===== config.mk =====
export PLATFORM = sky130hd
export DESIGN_NAME = phy_strap_config_decode
export DESIGN_NICKNAME = d
export VERILOG_FILES = /design/src/logic/strap_pkg.sv /design/src/logic/vendor_bank_rom.sv /design/src/logic/phy_strap_config_decode.sv
export VERILOG_INCLUDE_DIRS = /design/src /design/src/logic
export SDC_FILE = /design/constraint.sdc
export NUM_CORES = 1
export LEC_CHECK = 0
export BUFFER_PORTS_ARGS = -buffer_cell sky130_fd_sc_hd__clkbuf_2
export CELL_PAD_IN_SITES_DETAIL_PLACEMENT = 0
export CELL_PAD_IN_SITES_GLOBAL_PLACEMENT = 2
export CORE_MARGIN = 5
export CORE_UTILIZATION = 28
export CTS_CLUSTER_SIZE = 28
export DETAILED_ROUTE_END_ITERATION = 10
export GPL_ROUTABILITY_DRIVEN = 1
export PLACE_DENSITY_LB_ADDON = 0.1
export SLEW_MARGIN = 20
export SYNTH_ARGS = -nofsm -noshare
export SYNTH_HDL_FRONTEND = slang
export SYNTH_SLANG_ARGS = --single-unit

===== constraint.sdc =====
create_clock -name CLK_I -period 1.9 [get_ports CLK_I]
set_input_delay 0.38 -clock CLK_I [delete_from_list [all_inputs] [get_ports CLK_I]]
set_output_delay 0.38 -clock CLK_I [all_outputs]
set_load 0.01 [all_outputs]

===== src/logic/strap_map.svh =====
// strap_map.svh: offsets, field positions and reset values for the strap decoder.
// assumes it is included by bare name from the package and the testbench.
`ifndef STRAP_MAP_SVH
`define STRAP_MAP_SVH

// vendor bank window loaded from the jack-compatibility strap
`define VBANK_FIRST 8'h13
`define VBANK_LAST 8'h1E
`define VBANK_COUNT 4'hC
`define VBANK_LAST_IDX 4'hB

// high bits of the management address above the three strapped bits
`define MGMT_ADDR_HIGH 2'h0
`define MGMT_BCAST_ADDR 5'h00

// function select codes
`define MODE_NAND_TREE 5'h04
`define MODE_DEV_PD 5'h07
`define MODE_SWPD_PLL_ON 5'h08
`define MODE_SWPD_PLL_OFF 5'h09
`define MODE_F1000_HOST 5'h0A
`define MODE_F100_FD 5'h0B
`define MODE_F100_HD 5'h0C
`define MODE_F1000_CLIENT 5'h0D
`define MODE_AN_RESERVED 5'h1E

// strap status word field positions
`define STS_MODE_LSB 0
`define STS_ADDR_LSB 5
`define STS_BCAST_BIT 8
`define STS_CLKOUT_BIT 9
`define STS_STYLE_BIT 10
`define STS_POL_LSB 11

// vendor bank data bases, values arbitrary
`define VBANK_STD_BASE 8'h80
`define VBANK_JACK_BASE 8'hC0

`endif


===== src/logic/strap_pkg.sv =====
// strap_pkg: types shared by the strap decoder and its vendor bank memory.
// assumes strap_map.svh is on the include path.
`include "strap_map.svh"

package strap_pkg;

	typedef enum logic [1:0] {
		S_SAMPLE = 2'b00,
		S_LOAD = 2'b01,
		S_DONE = 2'b10
	} load_state_e;

	typedef enum logic [1:0] {
		SPD_NONE = 2'b00,
		SPD_100 = 2'b01,
		SPD_1000 = 2'b10
	} force_speed_e;

	typedef struct packed {
		logic an_en;
		logic mdix_en;
		logic eee_en;
		logic adv_1000fd;
		logic multi_port;
		logic adv_100fd;
		logic adv_100hd;
		logic adv_10fd;
		logic adv_10hd;
		logic adv_pause;
		logic cat5;
		logic dev_pd;
		logic sw_pd;
		logic pll_off;
		logic nand_tree;
		logic forced;
		force_speed_e force_speed;
		logic force_fd;
		logic force_master;
		logic reserved;
	} mode_cfg_s;

	typedef logic [15:0] vbank_word_t;

endpackage


===== src/logic/vendor_bank_rom.sv =====
// vendor_bank_rom: twelve-word table of vendor bank defaults, two variants.
// assumes a synchronous read; the word appears one edge after the index.
`timescale 1ns/10ps

module vendor_bank_rom
	import strap_pkg::*;
(
	input wire logic clk_i,
	input wire logic nrst_i,
	input wire logic [3:0] idx_i,
	input wire logic jack_i,
	output strap_pkg::vbank_word_t data_o
);

	// variant and index form the word; table values carry no meaning of their own
	function automatic vbank_word_t lookup(input logic jack, input logic [3:0] idx);
		logic [7:0] base;
		base = jack ? `VBANK_JACK_BASE : `VBANK_STD_BASE;
		lookup = {base, `VBANK_FIRST + {4'h0, idx}};
	endfunction

	always_ff @(posedge clk_i or negedge nrst_i) begin
		if (!nrst_i) begin
			data_o <= 16'h0000;
		end else begin
			data_o <= lookup(jack_i, idx_i);
		end
	end

endmodule


===== src/logic/phy_strap_config_decode.sv =====
// phy_strap_config_decode: samples the board straps once after reset and turns them
// into management defaults, indicator setup, clock output gating and a vendor bank load.
// assumes straps are stable at reset release and synchronous to CLK_I.
//
// Behaviour
// - load vendor bank 13h-1Eh per jack strap
// - management address taken from three strap bits
// - broadcast enable default is inverted strap
// - broadcast enable also answers address zero
// - clock strap high drives reference clock out
// - reference clock defaults to local source
// - style strap high individual, low tri-colour
// - indicator polarity is inverse of its strap
// - polarities visible in strap status word
// - five-bit function strap decoded into mode
// - forced codes disable negotiation, crossover, EEE
// - gigabit half duplex never advertised
// - code 00111 powers down whole device
`timescale 1ns/10ps

module phy_strap_config_decode
	import strap_pkg::*;
#(
	parameter int ADDR_W = 5
) (
	// clock and reset
	input wire logic CLK_I,
	input wire logic NRST_I,
	// strap inputs
	input wire logic [4:0] MODE_STRAP_I,
	input wire logic JACK_COMPAT_STRAP_I,
	input wire logic [2:0] MGMT_ADDR_STRAP_I,
	input wire logic BROADCAST_ADDR_STRAP_I,
	input wire logic REF_CLK_OUT_STRAP_I,
	input wire logic INDICATOR_STYLE_STRAP_I,
	input wire logic [4:0] INDICATOR_POLARITY_STRAP_I,
	// management address compare and broadcast control
	input wire logic [ADDR_W-1:0] MDIO_ADDR_I,
	input wire logic MDIO_ADDR_VALID_I,
	input wire logic BCAST_EN_WE_I,
	input wire logic BCAST_EN_WDATA_I,
	output logic ADDR_MATCH_O,
	output logic BROADCAST_ADDR_ENABLE_O,
	output logic [ADDR_W-1:0] MGMT_ADDR_O,
	// reference clock output
	input wire logic LOCAL_CLK_125_I,
	input wire logic RECOV_CLK_125_I,
	input wire logic REF_CLK_SRC_RECOV_I,
	output logic REF_CLK_OUT_PIN_O,
	// indicators and strap status
	output logic INDICATOR_INDIVIDUAL_O,
	output logic [4:0] INDICATOR_POL_O,
	output logic [15:0] STRAP_STATUS_O,
	// decoded mode
	output logic AN_EN_O,
	output logic AUTO_MDIX_O,
	output logic EEE_EN_O,
	output logic ADV_1000FD_O,
	output logic ADV_1000HD_O,
	output logic MULTI_PORT_O,
	output logic ADV_100FD_O,
	output logic ADV_100HD_O,
	output logic ADV_10FD_O,
	output logic ADV_10HD_O,
	output logic ADV_PAUSE_O,
	output logic ADV_EEE_1000_O,
	output logic ADV_EEE_100_O,
	output logic CAT5_10BT_O,
	output logic DEVICE_PD_O,
	output logic SW_PD_O,
	output logic PLL_OFF_O,
	output logic NAND_TREE_O,
	output logic FORCED_O,
	output strap_pkg::force_speed_e FORCE_SPEED_O,
	output logic FORCE_FD_O,
	output logic FORCE_MASTER_O,
	output logic MODE_RESERVED_O,
	// vendor bank write stream
	output logic VENDOR_WR_O,
	output logic [7:0] VENDOR_ADDR_O,
	output strap_pkg::vbank_word_t VENDOR_DATA_O,
	output logic CONFIG_DONE_O
);

	generate
		if (ADDR_W < 3) begin : g_bad_width
			$error("ADDR_W must hold the three strapped address bits");
		end
	endgenerate

	function automatic mode_cfg_s decode_mode(input logic [4:0] code);
		mode_cfg_s c;
		c = '0;
		c.force_speed = SPD_NONE;
		case (code)
			`MODE_NAND_TREE: c.nand_tree = 1'b1;
			`MODE_DEV_PD: c.dev_pd = 1'b1;
			`MODE_SWPD_PLL_ON: c.sw_pd = 1'b1;
			`MODE_SWPD_PLL_OFF: begin
				c.sw_pd = 1'b1;
				c.pll_off = 1'b1;
			end
			// negotiation, crossover and EEE stay cleared in forced codes
			`MODE_F1000_HOST, `MODE_F1000_CLIENT: begin
				c.forced = 1'b1;
				c.force_speed = SPD_1000;
				c.force_fd = 1'b1;
				c.force_master = (code == `MODE_F1000_HOST);
			end
			`MODE_F100_FD, `MODE_F100_HD: begin
				c.forced = 1'b1;
				c.force_speed = SPD_100;
				c.force_fd = (code == `MODE_F100_FD);
			end
			`MODE_AN_RESERVED: c.reserved = 1'b1;
			default: begin
				if (code[4]) begin
					// bit 3 picks the EEE and cat5 set of the negotiated codes
					c.an_en = 1'b1;
					c.mdix_en = 1'b1;
					c.adv_pause = 1'b1;
					c.eee_en = code[3];
					c.cat5 = code[3];
					c.multi_port = code[0] & ~code[2];
					c.adv_1000fd = ~code[2];
					c.adv_100fd = (code[2:0] != 3'h2) && (code[2:0] != 3'h3)
						&& (code[2:0] != 3'h6);
					c.adv_100hd = (code[2:1] == 2'h0) || (code[2:0] == 3'h4)
						|| (code[2:1] == 2'h3);
					c.adv_10fd = (code[2:1] == 2'h0) || (code[2:0] == 3'h7);
					c.adv_10hd = c.adv_10fd;
				end else begin
					c.reserved = 1'b1;
				end
			end
		endcase
		decode_mode = c;
	endfunction

	load_state_e state;
	logic [3:0] load_idx;
	logic [3:0] wr_idx;
	logic wr_pend;
	mode_cfg_s cfg;
	logic [4:0] mode_lat;
	logic jack_lat;
	logic [2:0] addr_lat;
	logic bcast_strap_lat;
	logic clkout_lat;
	logic style_lat;
	logic [4:0] pol_lat;
	logic bcast_en;
	vbank_word_t rom_data;

	wire sample = (state == S_SAMPLE);
	wire [ADDR_W-1:0] own_addr = {{(ADDR_W-3){1'b0}}, addr_lat}
		| ({{(ADDR_W-2){1'b0}}, `MGMT_ADDR_HIGH} << 3);
	wire hit_own = (MDIO_ADDR_I == own_addr);
	wire hit_bcast = bcast_en && (MDIO_ADDR_I == `MGMT_BCAST_ADDR);
	wire ref_clk_sel = REF_CLK_SRC_RECOV_I ? RECOV_CLK_125_I : LOCAL_CLK_125_I;

	// straps are caught once by a clocked process after release, never by the reset itself
	always_ff @(posedge CLK_I or negedge NRST_I) begin
		if (!NRST_I) begin
			mode_lat <= 5'h00;
			jack_lat <= 1'b0;
			addr_lat <= 3'h0;
			bcast_strap_lat <= 1'b1;
			clkout_lat <= 1'b0;
			style_lat <= 1'b0;
			pol_lat <= 5'h00;
			cfg <= '0;
		end else if (sample) begin
			mode_lat <= MODE_STRAP_I;
			jack_lat <= JACK_COMPAT_STRAP_I;
			addr_lat <= MGMT_ADDR_STRAP_I;
			bcast_strap_lat <= BROADCAST_ADDR_STRAP_I;
			clkout_lat <= REF_CLK_OUT_STRAP_I;
			style_lat <= INDICATOR_STYLE_STRAP_I;
			pol_lat <= INDICATOR_POLARITY_STRAP_I;
			cfg <= decode_mode(MODE_STRAP_I);
		end
	end

	// software may rewrite the bit once the default is in place
	always_ff @(posedge CLK_I or negedge NRST_I) begin
		if (!NRST_I) begin
			bcast_en <= 1'b0;
		end else if (sample) begin
			bcast_en <= ~BROADCAST_ADDR_STRAP_I;
		end else if (BCAST_EN_WE_I) begin
			bcast_en <= BCAST_EN_WDATA_I;
		end
	end

	always_ff @(posedge CLK_I or negedge NRST_I) begin
		if (!NRST_I) begin
			state <= S_SAMPLE;
			load_idx <= 4'h0;
			wr_idx <= 4'h0;
			wr_pend <= 1'b0;
		end else begin
			case (state)
				S_SAMPLE: begin
					state <= S_LOAD;
					load_idx <= 4'h0;
				end
				S_LOAD: begin
					wr_pend <= 1'b1;
					wr_idx <= load_idx;
					if (load_idx == `VBANK_LAST_IDX) begin
						state <= S_DONE;
					end else begin
						load_idx <= load_idx + 4'h1;
					end
				end
				S_DONE: wr_pend <= 1'b0;
				default: state <= S_SAMPLE;
			endcase
		end
	end

	vendor_bank_rom u_rom (
		.clk_i(CLK_I),
		.nrst_i(NRST_I),
		.idx_i(load_idx),
		.jack_i(jack_lat),
		.data_o(rom_data)
	);

	assign VENDOR_WR_O = wr_pend;
	assign VENDOR_ADDR_O = `VBANK_FIRST + {4'h0, wr_idx};
	assign VENDOR_DATA_O = rom_data;
	assign CONFIG_DONE_O = (state == S_DONE) && !wr_pend;

	assign ADDR_MATCH_O = MDIO_ADDR_VALID_I && !sample && (hit_own || hit_bcast);
	assign BROADCAST_ADDR_ENABLE_O = bcast_en;
	assign MGMT_ADDR_O = own_addr;

	// gated combinationally: the pin is low whenever the strap was low
	assign REF_CLK_OUT_PIN_O = clkout_lat & ref_clk_sel;

	assign INDICATOR_INDIVIDUAL_O = style_lat;
	assign INDICATOR_POL_O = ~pol_lat;
	assign STRAP_STATUS_O = ({11'h000, mode_lat} << `STS_MODE_LSB)
		| ({13'h0000, addr_lat} << `STS_ADDR_LSB)
		| ({15'h0000, bcast_strap_lat} << `STS_BCAST_BIT)
		| ({15'h0000, clkout_lat} << `STS_CLKOUT_BIT)
		| ({15'h0000, style_lat} << `STS_STYLE_BIT)
		| ({11'h000, ~pol_lat} << `STS_POL_LSB);

	assign AN_EN_O = cfg.an_en;
	assign AUTO_MDIX_O = cfg.mdix_en;
	assign EEE_EN_O = cfg.eee_en;
	assign ADV_1000FD_O = cfg.adv_1000fd;
	assign ADV_1000HD_O = 1'b0;
	assign MULTI_PORT_O = cfg.multi_port;
	assign ADV_100FD_O = cfg.adv_100fd;
	assign ADV_100HD_O = cfg.adv_100hd;
	assign ADV_10FD_O = cfg.adv_10fd;
	assign ADV_10HD_O = cfg.adv_10hd;
	assign ADV_PAUSE_O = cfg.adv_pause;
	assign ADV_EEE_1000_O = cfg.eee_en & cfg.adv_1000fd;
	assign ADV_EEE_100_O = cfg.eee_en & (cfg.adv_100fd | cfg.adv_100hd);
	assign CAT5_10BT_O = cfg.cat5;
	assign DEVICE_PD_O = cfg.dev_pd;
	assign SW_PD_O = cfg.sw_pd;
	assign PLL_OFF_O = cfg.pll_off;
	assign NAND_TREE_O = cfg.nand_tree;
	assign FORCED_O = cfg.forced;
	assign FORCE_SPEED_O = cfg.force_speed;
	assign FORCE_FD_O = cfg.force_fd;
	assign FORCE_MASTER_O = cfg.force_master;
	assign MODE_RESERVED_O = cfg.reserved;

endmodule


Word-level counts from Yosys, hierarchy flattened
Cells that the tools add are included.
{"block": "totals", "ff_bits": 66, "in_bits": 30, "out_inout_bits": 80, "wordCells": 115}
{"block": "classes", "add_sub_neg": 3, "eq_ne": 21, "muxes": 19, "bitwise": 14, "reduce_logical": 25}
{"op": "5-bit by 4-bit == test with 1-bit output (second input constant)", "n": 6}
{"op": "11-bit 2-to-1 mux", "n": 2}
{"op": "11-bit by 16-bit OR with 16-bit output", "n": 1}
{"op": "4-bit one-hot mux with 2 select lines", "n": 2}
{"op": "5-bit by 4-bit adder with 6-bit output (first input constant)", "n": 2}
{"op": "10-bit by 11-bit OR with 11-bit output", "n": 1}
{"op": "5-bit by 3-bit == test with 1-bit output (second input constant)", "n": 2}
{"op": "9-bit by 10-bit OR with 10-bit output", "n": 1}
{"op": "1-bit 2-to-1 mux", "n": 9}
{"op": "8-bit by 9-bit OR with 9-bit output", "n": 1}
{"op": "9-bit OR reduction", "n": 1}
{"op": "5-bit by 8-bit OR with 8-bit output", "n": 1}
{"op": "8-bit OR reduction", "n": 1}
{"op": "7-bit 2-to-1 mux", "n": 1}
{"op": "3-bit == test (second input constant)", "n": 2}
{"op": "1-bit logical AND", "n": 6}
{"op": "3-bit by 2-bit inequality test with 1-bit output (second input constant)", "n": 2}
{"op": "2-bit one-hot mux with 3 select lines", "n": 1}
{"op": "2-bit nonzero test", "n": 3}
{"op": "2-bit OR reduction", "n": 3}
{"op": "5-bit by 3-bit == test with 1-bit output", "n": 1}
{"op": "5-bit == test (second input constant)", "n": 1}
{"op": "5-bit zero test", "n": 1}
{"op": "5-bit NOT", "n": 1}
{"op": "16 further kinds", "n": 30}

Logic depth before layout (Yosys ltp)
{"block": "depth", "word_depth": 5, "depth_mapped": 6, "depth_no_buf": 5}

Modules after synthesis
A second synthesis with hierarchy kept.
{"block": "unflattened", "hier_cells": 262, "hier_area_um2": 2675.1}
{"module": "phy_strap_config_decode", "n_inst": 1, "cells_per_inst": 234, "area_per_inst_um2": 2346.0, "seq_area_each_um2": 1152.4}
{"module": "vendor_bank_rom", "n_inst": 1, "cells_per_inst": 28, "area_per_inst_um2": 329.1, "seq_area_each_um2": 200.2}

Least setup slack after synthesis
OpenSTA, ideal clock, no wires.
{"block": "synth_path", "kind": "register -> output", "startpoint": "register state[0]", "endpoint": "output port ADDR_MATCH_O", "arrival_ns": 1.221, "t_required_ns": 1.520, "setup_slack_ns": 0.299, "path_stages_with_launch": 5, "n_path_buf": 1, "cell_sequence": "dfrtp_1 inv_1 ha_1 buf_2 nor4_1"}
{"block": "synth_between", "elab_chain_cells": 4}
{"item": "start, declared", "line": "phy_strap_config_decode.sv:140", "source": "load_state_e state;"}
{"item": "start signal, assigned", "line": "phy_strap_config_decode.sv:198", "source": "state <= S_SAMPLE;"}
{"item": "start signal, assigned", "line": "phy_strap_config_decode.sv:205", "source": "state <= S_LOAD;"}
{"item": "start signal, assigned", "line": "phy_strap_config_decode.sv:212", "source": "state <= S_DONE;"}
{"item": "2-bit zero test", "line": "phy_strap_config_decode.sv:155", "source": "wire sample = (state == S_SAMPLE);"}
{"item": "1-bit zero test", "line": "phy_strap_config_decode.sv:236", "source": "assign ADDR_MATCH_O = MDIO_ADDR_VALID_I && !sample && (hit_own || hit_bcast);"}
{"item": "1-bit logical AND (2 in series)", "line": "phy_strap_config_decode.sv:236"}
{"item": "end, declared", "line": "phy_strap_config_decode.sv:42", "source": "output logic ADDR_MATCH_O,"}
No other way between the ends.

Worst setup path after layout
{"block": "layout_path", "startpoint": "register bcast_en, in the netlist BROADCAST_ADDR_ENABLE_O", "endpoint": "output port ADDR_MATCH_O"}
{"block": "layout_between", "elab_chain_cells": 3}
{"item": "start, declared", "line": "phy_strap_config_decode.sv:152", "source": "logic bcast_en;"}
{"item": "start signal, assigned", "line": "phy_strap_config_decode.sv:190", "source": "bcast_en <= ~BROADCAST_ADDR_STRAP_I;"}
{"item": "1-bit logical AND", "line": "phy_strap_config_decode.sv:159", "source": "wire hit_bcast = bcast_en && (MDIO_ADDR_I == `MGMT_BCAST_ADDR);"}
{"item": "1-bit logical OR", "line": "phy_strap_config_decode.sv:236"}
{"item": "1-bit logical AND", "line": "phy_strap_config_decode.sv:236"}
No other way between the ends.

==> flow_summary_export.csv <==
group,metric,value,unit
logic_synthesis,ys.flop_type,"dfrtp_1",
critical_path,start_kind,"register",
floorplanning,io_pins,110,
floorplanning,die_h,107,um
logic_synthesis,syn_area_per_cell,10.3,sq um
sta,hold_violations,0,
sta,finalCritPeriodShare,0.943,
logic_synthesis,syn_inst,257,
final_layout,final_core_util,0.353,
sta,drv_slew,0,
run,drv_cap,0,
clock_network,clk_pin_slew,0.10,ns
pwr,p_total,2.22,mW
logic_synthesis,yosys.area.top_type_share,0.500,
critical_path,crit_path_end,"ADDR_MATCH_O",
critical_path,cp-startpoint,"BROADCAST_ADDR_ENABLE_O$_DFFE_PN0P_",
clock_network,ctsHoldBuffers,0,
final_layout,fillers,996,
floorplanning,dieWidth,107,um
run_status,outcome,"finished, final reports clean",
clock_network,cts_buffer_depth,2,
critical_path,path_class,"register to primary output",
clock_network,numCtsBuffers,5,
clock_network,cts_sinks,54,
placed_design,port_buffers,96,
grt,antenna_found_initial,0,
critical_path,arrival,1.41,ns
pwr,internal-power,1.68,mW
pwr,power_frac_seq,0.545,
routing,drtIter0Drc,62,
final_layout,drive_above_1_share,0.409,
critical_path,worstPathMaxFanout,3,
critical_path,worstSetupEndpointType,"primary output",
clock_network,h-tree-depth,2,
routing,drt-total-wl,6.00,mm
grt,grt_max_degree,47,
grt,grtUsageTotal,0.107,
floorplanning,die_area,0.0115,sq mm
logic_synthesis,yosysMostFrequentCell,"dfrtp_1",
critical_path,r2r_cells,6,
final_layout,diodes,0,
pwr,peakVddDrop,0.245,mV
logic_synthesis,ys_ff_latch,54,
clock_network,cts_tree,"yes",
placed_design,dp_hpwl,4.58,mm
floorplanning,rows,35,
worst_hold_path,worstHoldPathType,"primary input to asynchronous set/reset pin",
logic_synthesis,yosysWarningCount,0,
routing,wl_per_cell,12.8,um
sta,grt_setup_unrepaired,"no",
logic_synthesis,synth.distinct_cells,39,
logic_synthesis,synth.cell_area,0.00266,sq mm
critical_path,reg2reg_slack,0.39,ns
critical_path,r2r-end,"ADV_100HD_O$_DFFE_PN0P_",
pwr,cellPowerDensity,680,mW/mm^2
logic_synthesis,yosys-top-cells-count,"53 x dfrtp_1, 30 x inv_1, 28 x buf_4",
placed_design,gp_congestion,0.677,
sta,finClkSkew,0.0115,ns
final_layout,area_growth,22.8,%
floorplanning,initial_core_util,0.287,
pwr,p_switching,0.541,mW
critical_path,worstPathRequired,1.52,ns
sta,worstMarginPinSlew,0.517,ns
critical_path,reg2reg_from,"state[0]$_DFFE_PN0P_",
sta,final.min_clock_period,1.79,ns
pwr,swShare,0.244,
clock_network,clock_latency,0.30,ns
routing,drt_first_pass_iters,4,
grt,overflow,0,
pwr,cellLeakagePower,1.65,nW
sta,fin_setup_tns,0,ns
sta,relSlewSlack,0.655,
floorplanning,core_area,0.00924,sq mm
final_layout,fin_nets,375,
sta,setup_viol,0,
routing,routed_via_density,4.16,
logic_synthesis,synth_async_sr_flop_share,1.00,
logic_synthesis,synth_enable_flop_cells,0,
pwr,power.share.clock,0.344,
grt,first_global_vias,2009,
logic_synthesis,ys_seq_area_frac,0.509,
clock_network,root_buffer,"clkbuf_8",
clock_network,post_cts_buffers,0,
grt,grt_pass1_wl,9.99,mm
routing,drc,0,
clock_network,cts_resized,0,
logic_synthesis,ys_top_cells_by_area,"dfrtp_1 50%, buf_4 7.9%, mux2_2 5.5%, inv_1 4.2%, o21ai_0 3.8%",
routing,antenna_left,0,
sta,max_freq,558,MHz
logic_synthesis,synth_area_leader_cell,"dfrtp_1",
pwr,comb_power_share,0.111,
routing,via_count,1950,
==> flip-flops by register name, summed over array words and instances (netlist names), 2 cells and up <==
| name | count |
|---|---|
| u_rom.data_o | 8 |
| mode_lat | 5 |
| pol_lat | 5 |
| load_idx | 4 |
| wr_idx | 4 |
| addr_lat | 3 |
| FORCE_SPEED_O | 2 |
| state | 2 |
==> power by group through the flow <==
| stage | registers, mW | clock network (mW) | logic [mW] |
|---|---|---|---|
| floorplan | 1.24 | 0 | 0.144 |
| global placement | 1.23 | 0 | 0.252 |
| detailed placement | 1.23 | 0 | 0.253 |
| CTS | 1.21 | 0.807 | 0.253 |
| global route | 1.22 | 0.849 | 0.277 |
| finish | 1.21 | 0.763 | 0.246 |
==> cell families (layout without fill, tap and decap cells) <==
kind of cell	Yosys count	count (layout)	share of synthesized area
XOR/XNOR	9	9	0.0297
other	2	14	0.00283
buffers and inverters	70	141	0.147
adder cells (fa/ha/maj)	6	6	0.0283
AND/OR/NAND/NOR	52	52	0.101
multiplexers	15	15	0.0646
flip-flops	54	54	0.509
AO/OA/AOI/OAI	49	49	0.117
==> routing by layer <==
layer	wire, um	global-route usage
met1	2500	0.129
met3	473	0.0318
met5	0	0
met2	2960	0.186
met4	61	0.0271
==> worst max-delay path: stages, from the launching register on <==
cell	delay, ns
dfrtp_1	0.38
nor4b_1	0.26
a31oi_1	0.09
nor4_2	0.21
buf_2	0.17
==> stage by stage <==
step / instance area, sq um / cells / hold slack, ns / worst slack, ns
2_1_floorplan: 2700 / 269 / 0.0844 / 0.299
3_3_place_gp: 3150 / 461 / 0.361 / 0.274
3_5_place_dp: 3150 / 461 / 0.374 / 0.224
4_1_cts: 3250 / 469 / 0.0451 / 0.0418
5_1_grt: 3260 / 469 / 0.0602 / 0.00291
6_report: 3260 / 469 / 0.0295 / 0.109
==> cell type report <==
type	count	area (sq um)	share of cell area
well taps	129	161	0.0495
repair buffers	103	558	0.171
flip-flops and latches	54	1350	0.415
clock inverters	3	40.0	0.0123
clock buffers	5	68.8	0.0211
inverters	30	113	0.0345
multi-input cells	145	967	0.297
==> layout by cell type (no fill, tap or decap), types with 2 or more instances in the layout <==
cell / instances
inv_1: 30
buf_12: 2
o22ai_1: 7
a21oi_1: 8
xnor2_1: 8
clkbuf_8: 5
a31o_2: 5
nor2b_1: 7
ha_1: 5
o21ai_0: 20
clkinv_2: 2
or2_2: 2
mux2_2: 13
buf_4: 5
nand2_1: 19
nor3_1: 2
dfrtp_1: 53
conb_1: 14
nor2_1: 5
clkbuf_2: 95
nand2b_1: 3
nand3_1: 8
==> worst min path at each step <==
stage | start | endpoint | slack (ns)
6_report | NRST_I | wr_idx[1]$_DFFE_PN0P_ | 0.03
5_1_grt | NRST_I | wr_idx[1]$_DFFE_PN0P_ | 0.06
4_1_cts | NRST_I | NAND_TREE_O$_DFFE_PN0P_ | 0.05
3_5_place_dp | jack_lat$_DFFE_PN0P_ | u_rom.data_o[14]$_DFF_PN0_ | 0.37
3_3_place_gp | jack_lat$_DFFE_PN0P_ | u_rom.data_o[14]$_DFF_PN0_ | 0.36
2_1_floorplan | NRST_I | ADV_1000FD_O$_DFFE_PN0P_ | 0.08
(Power assumes the default switching activity.)
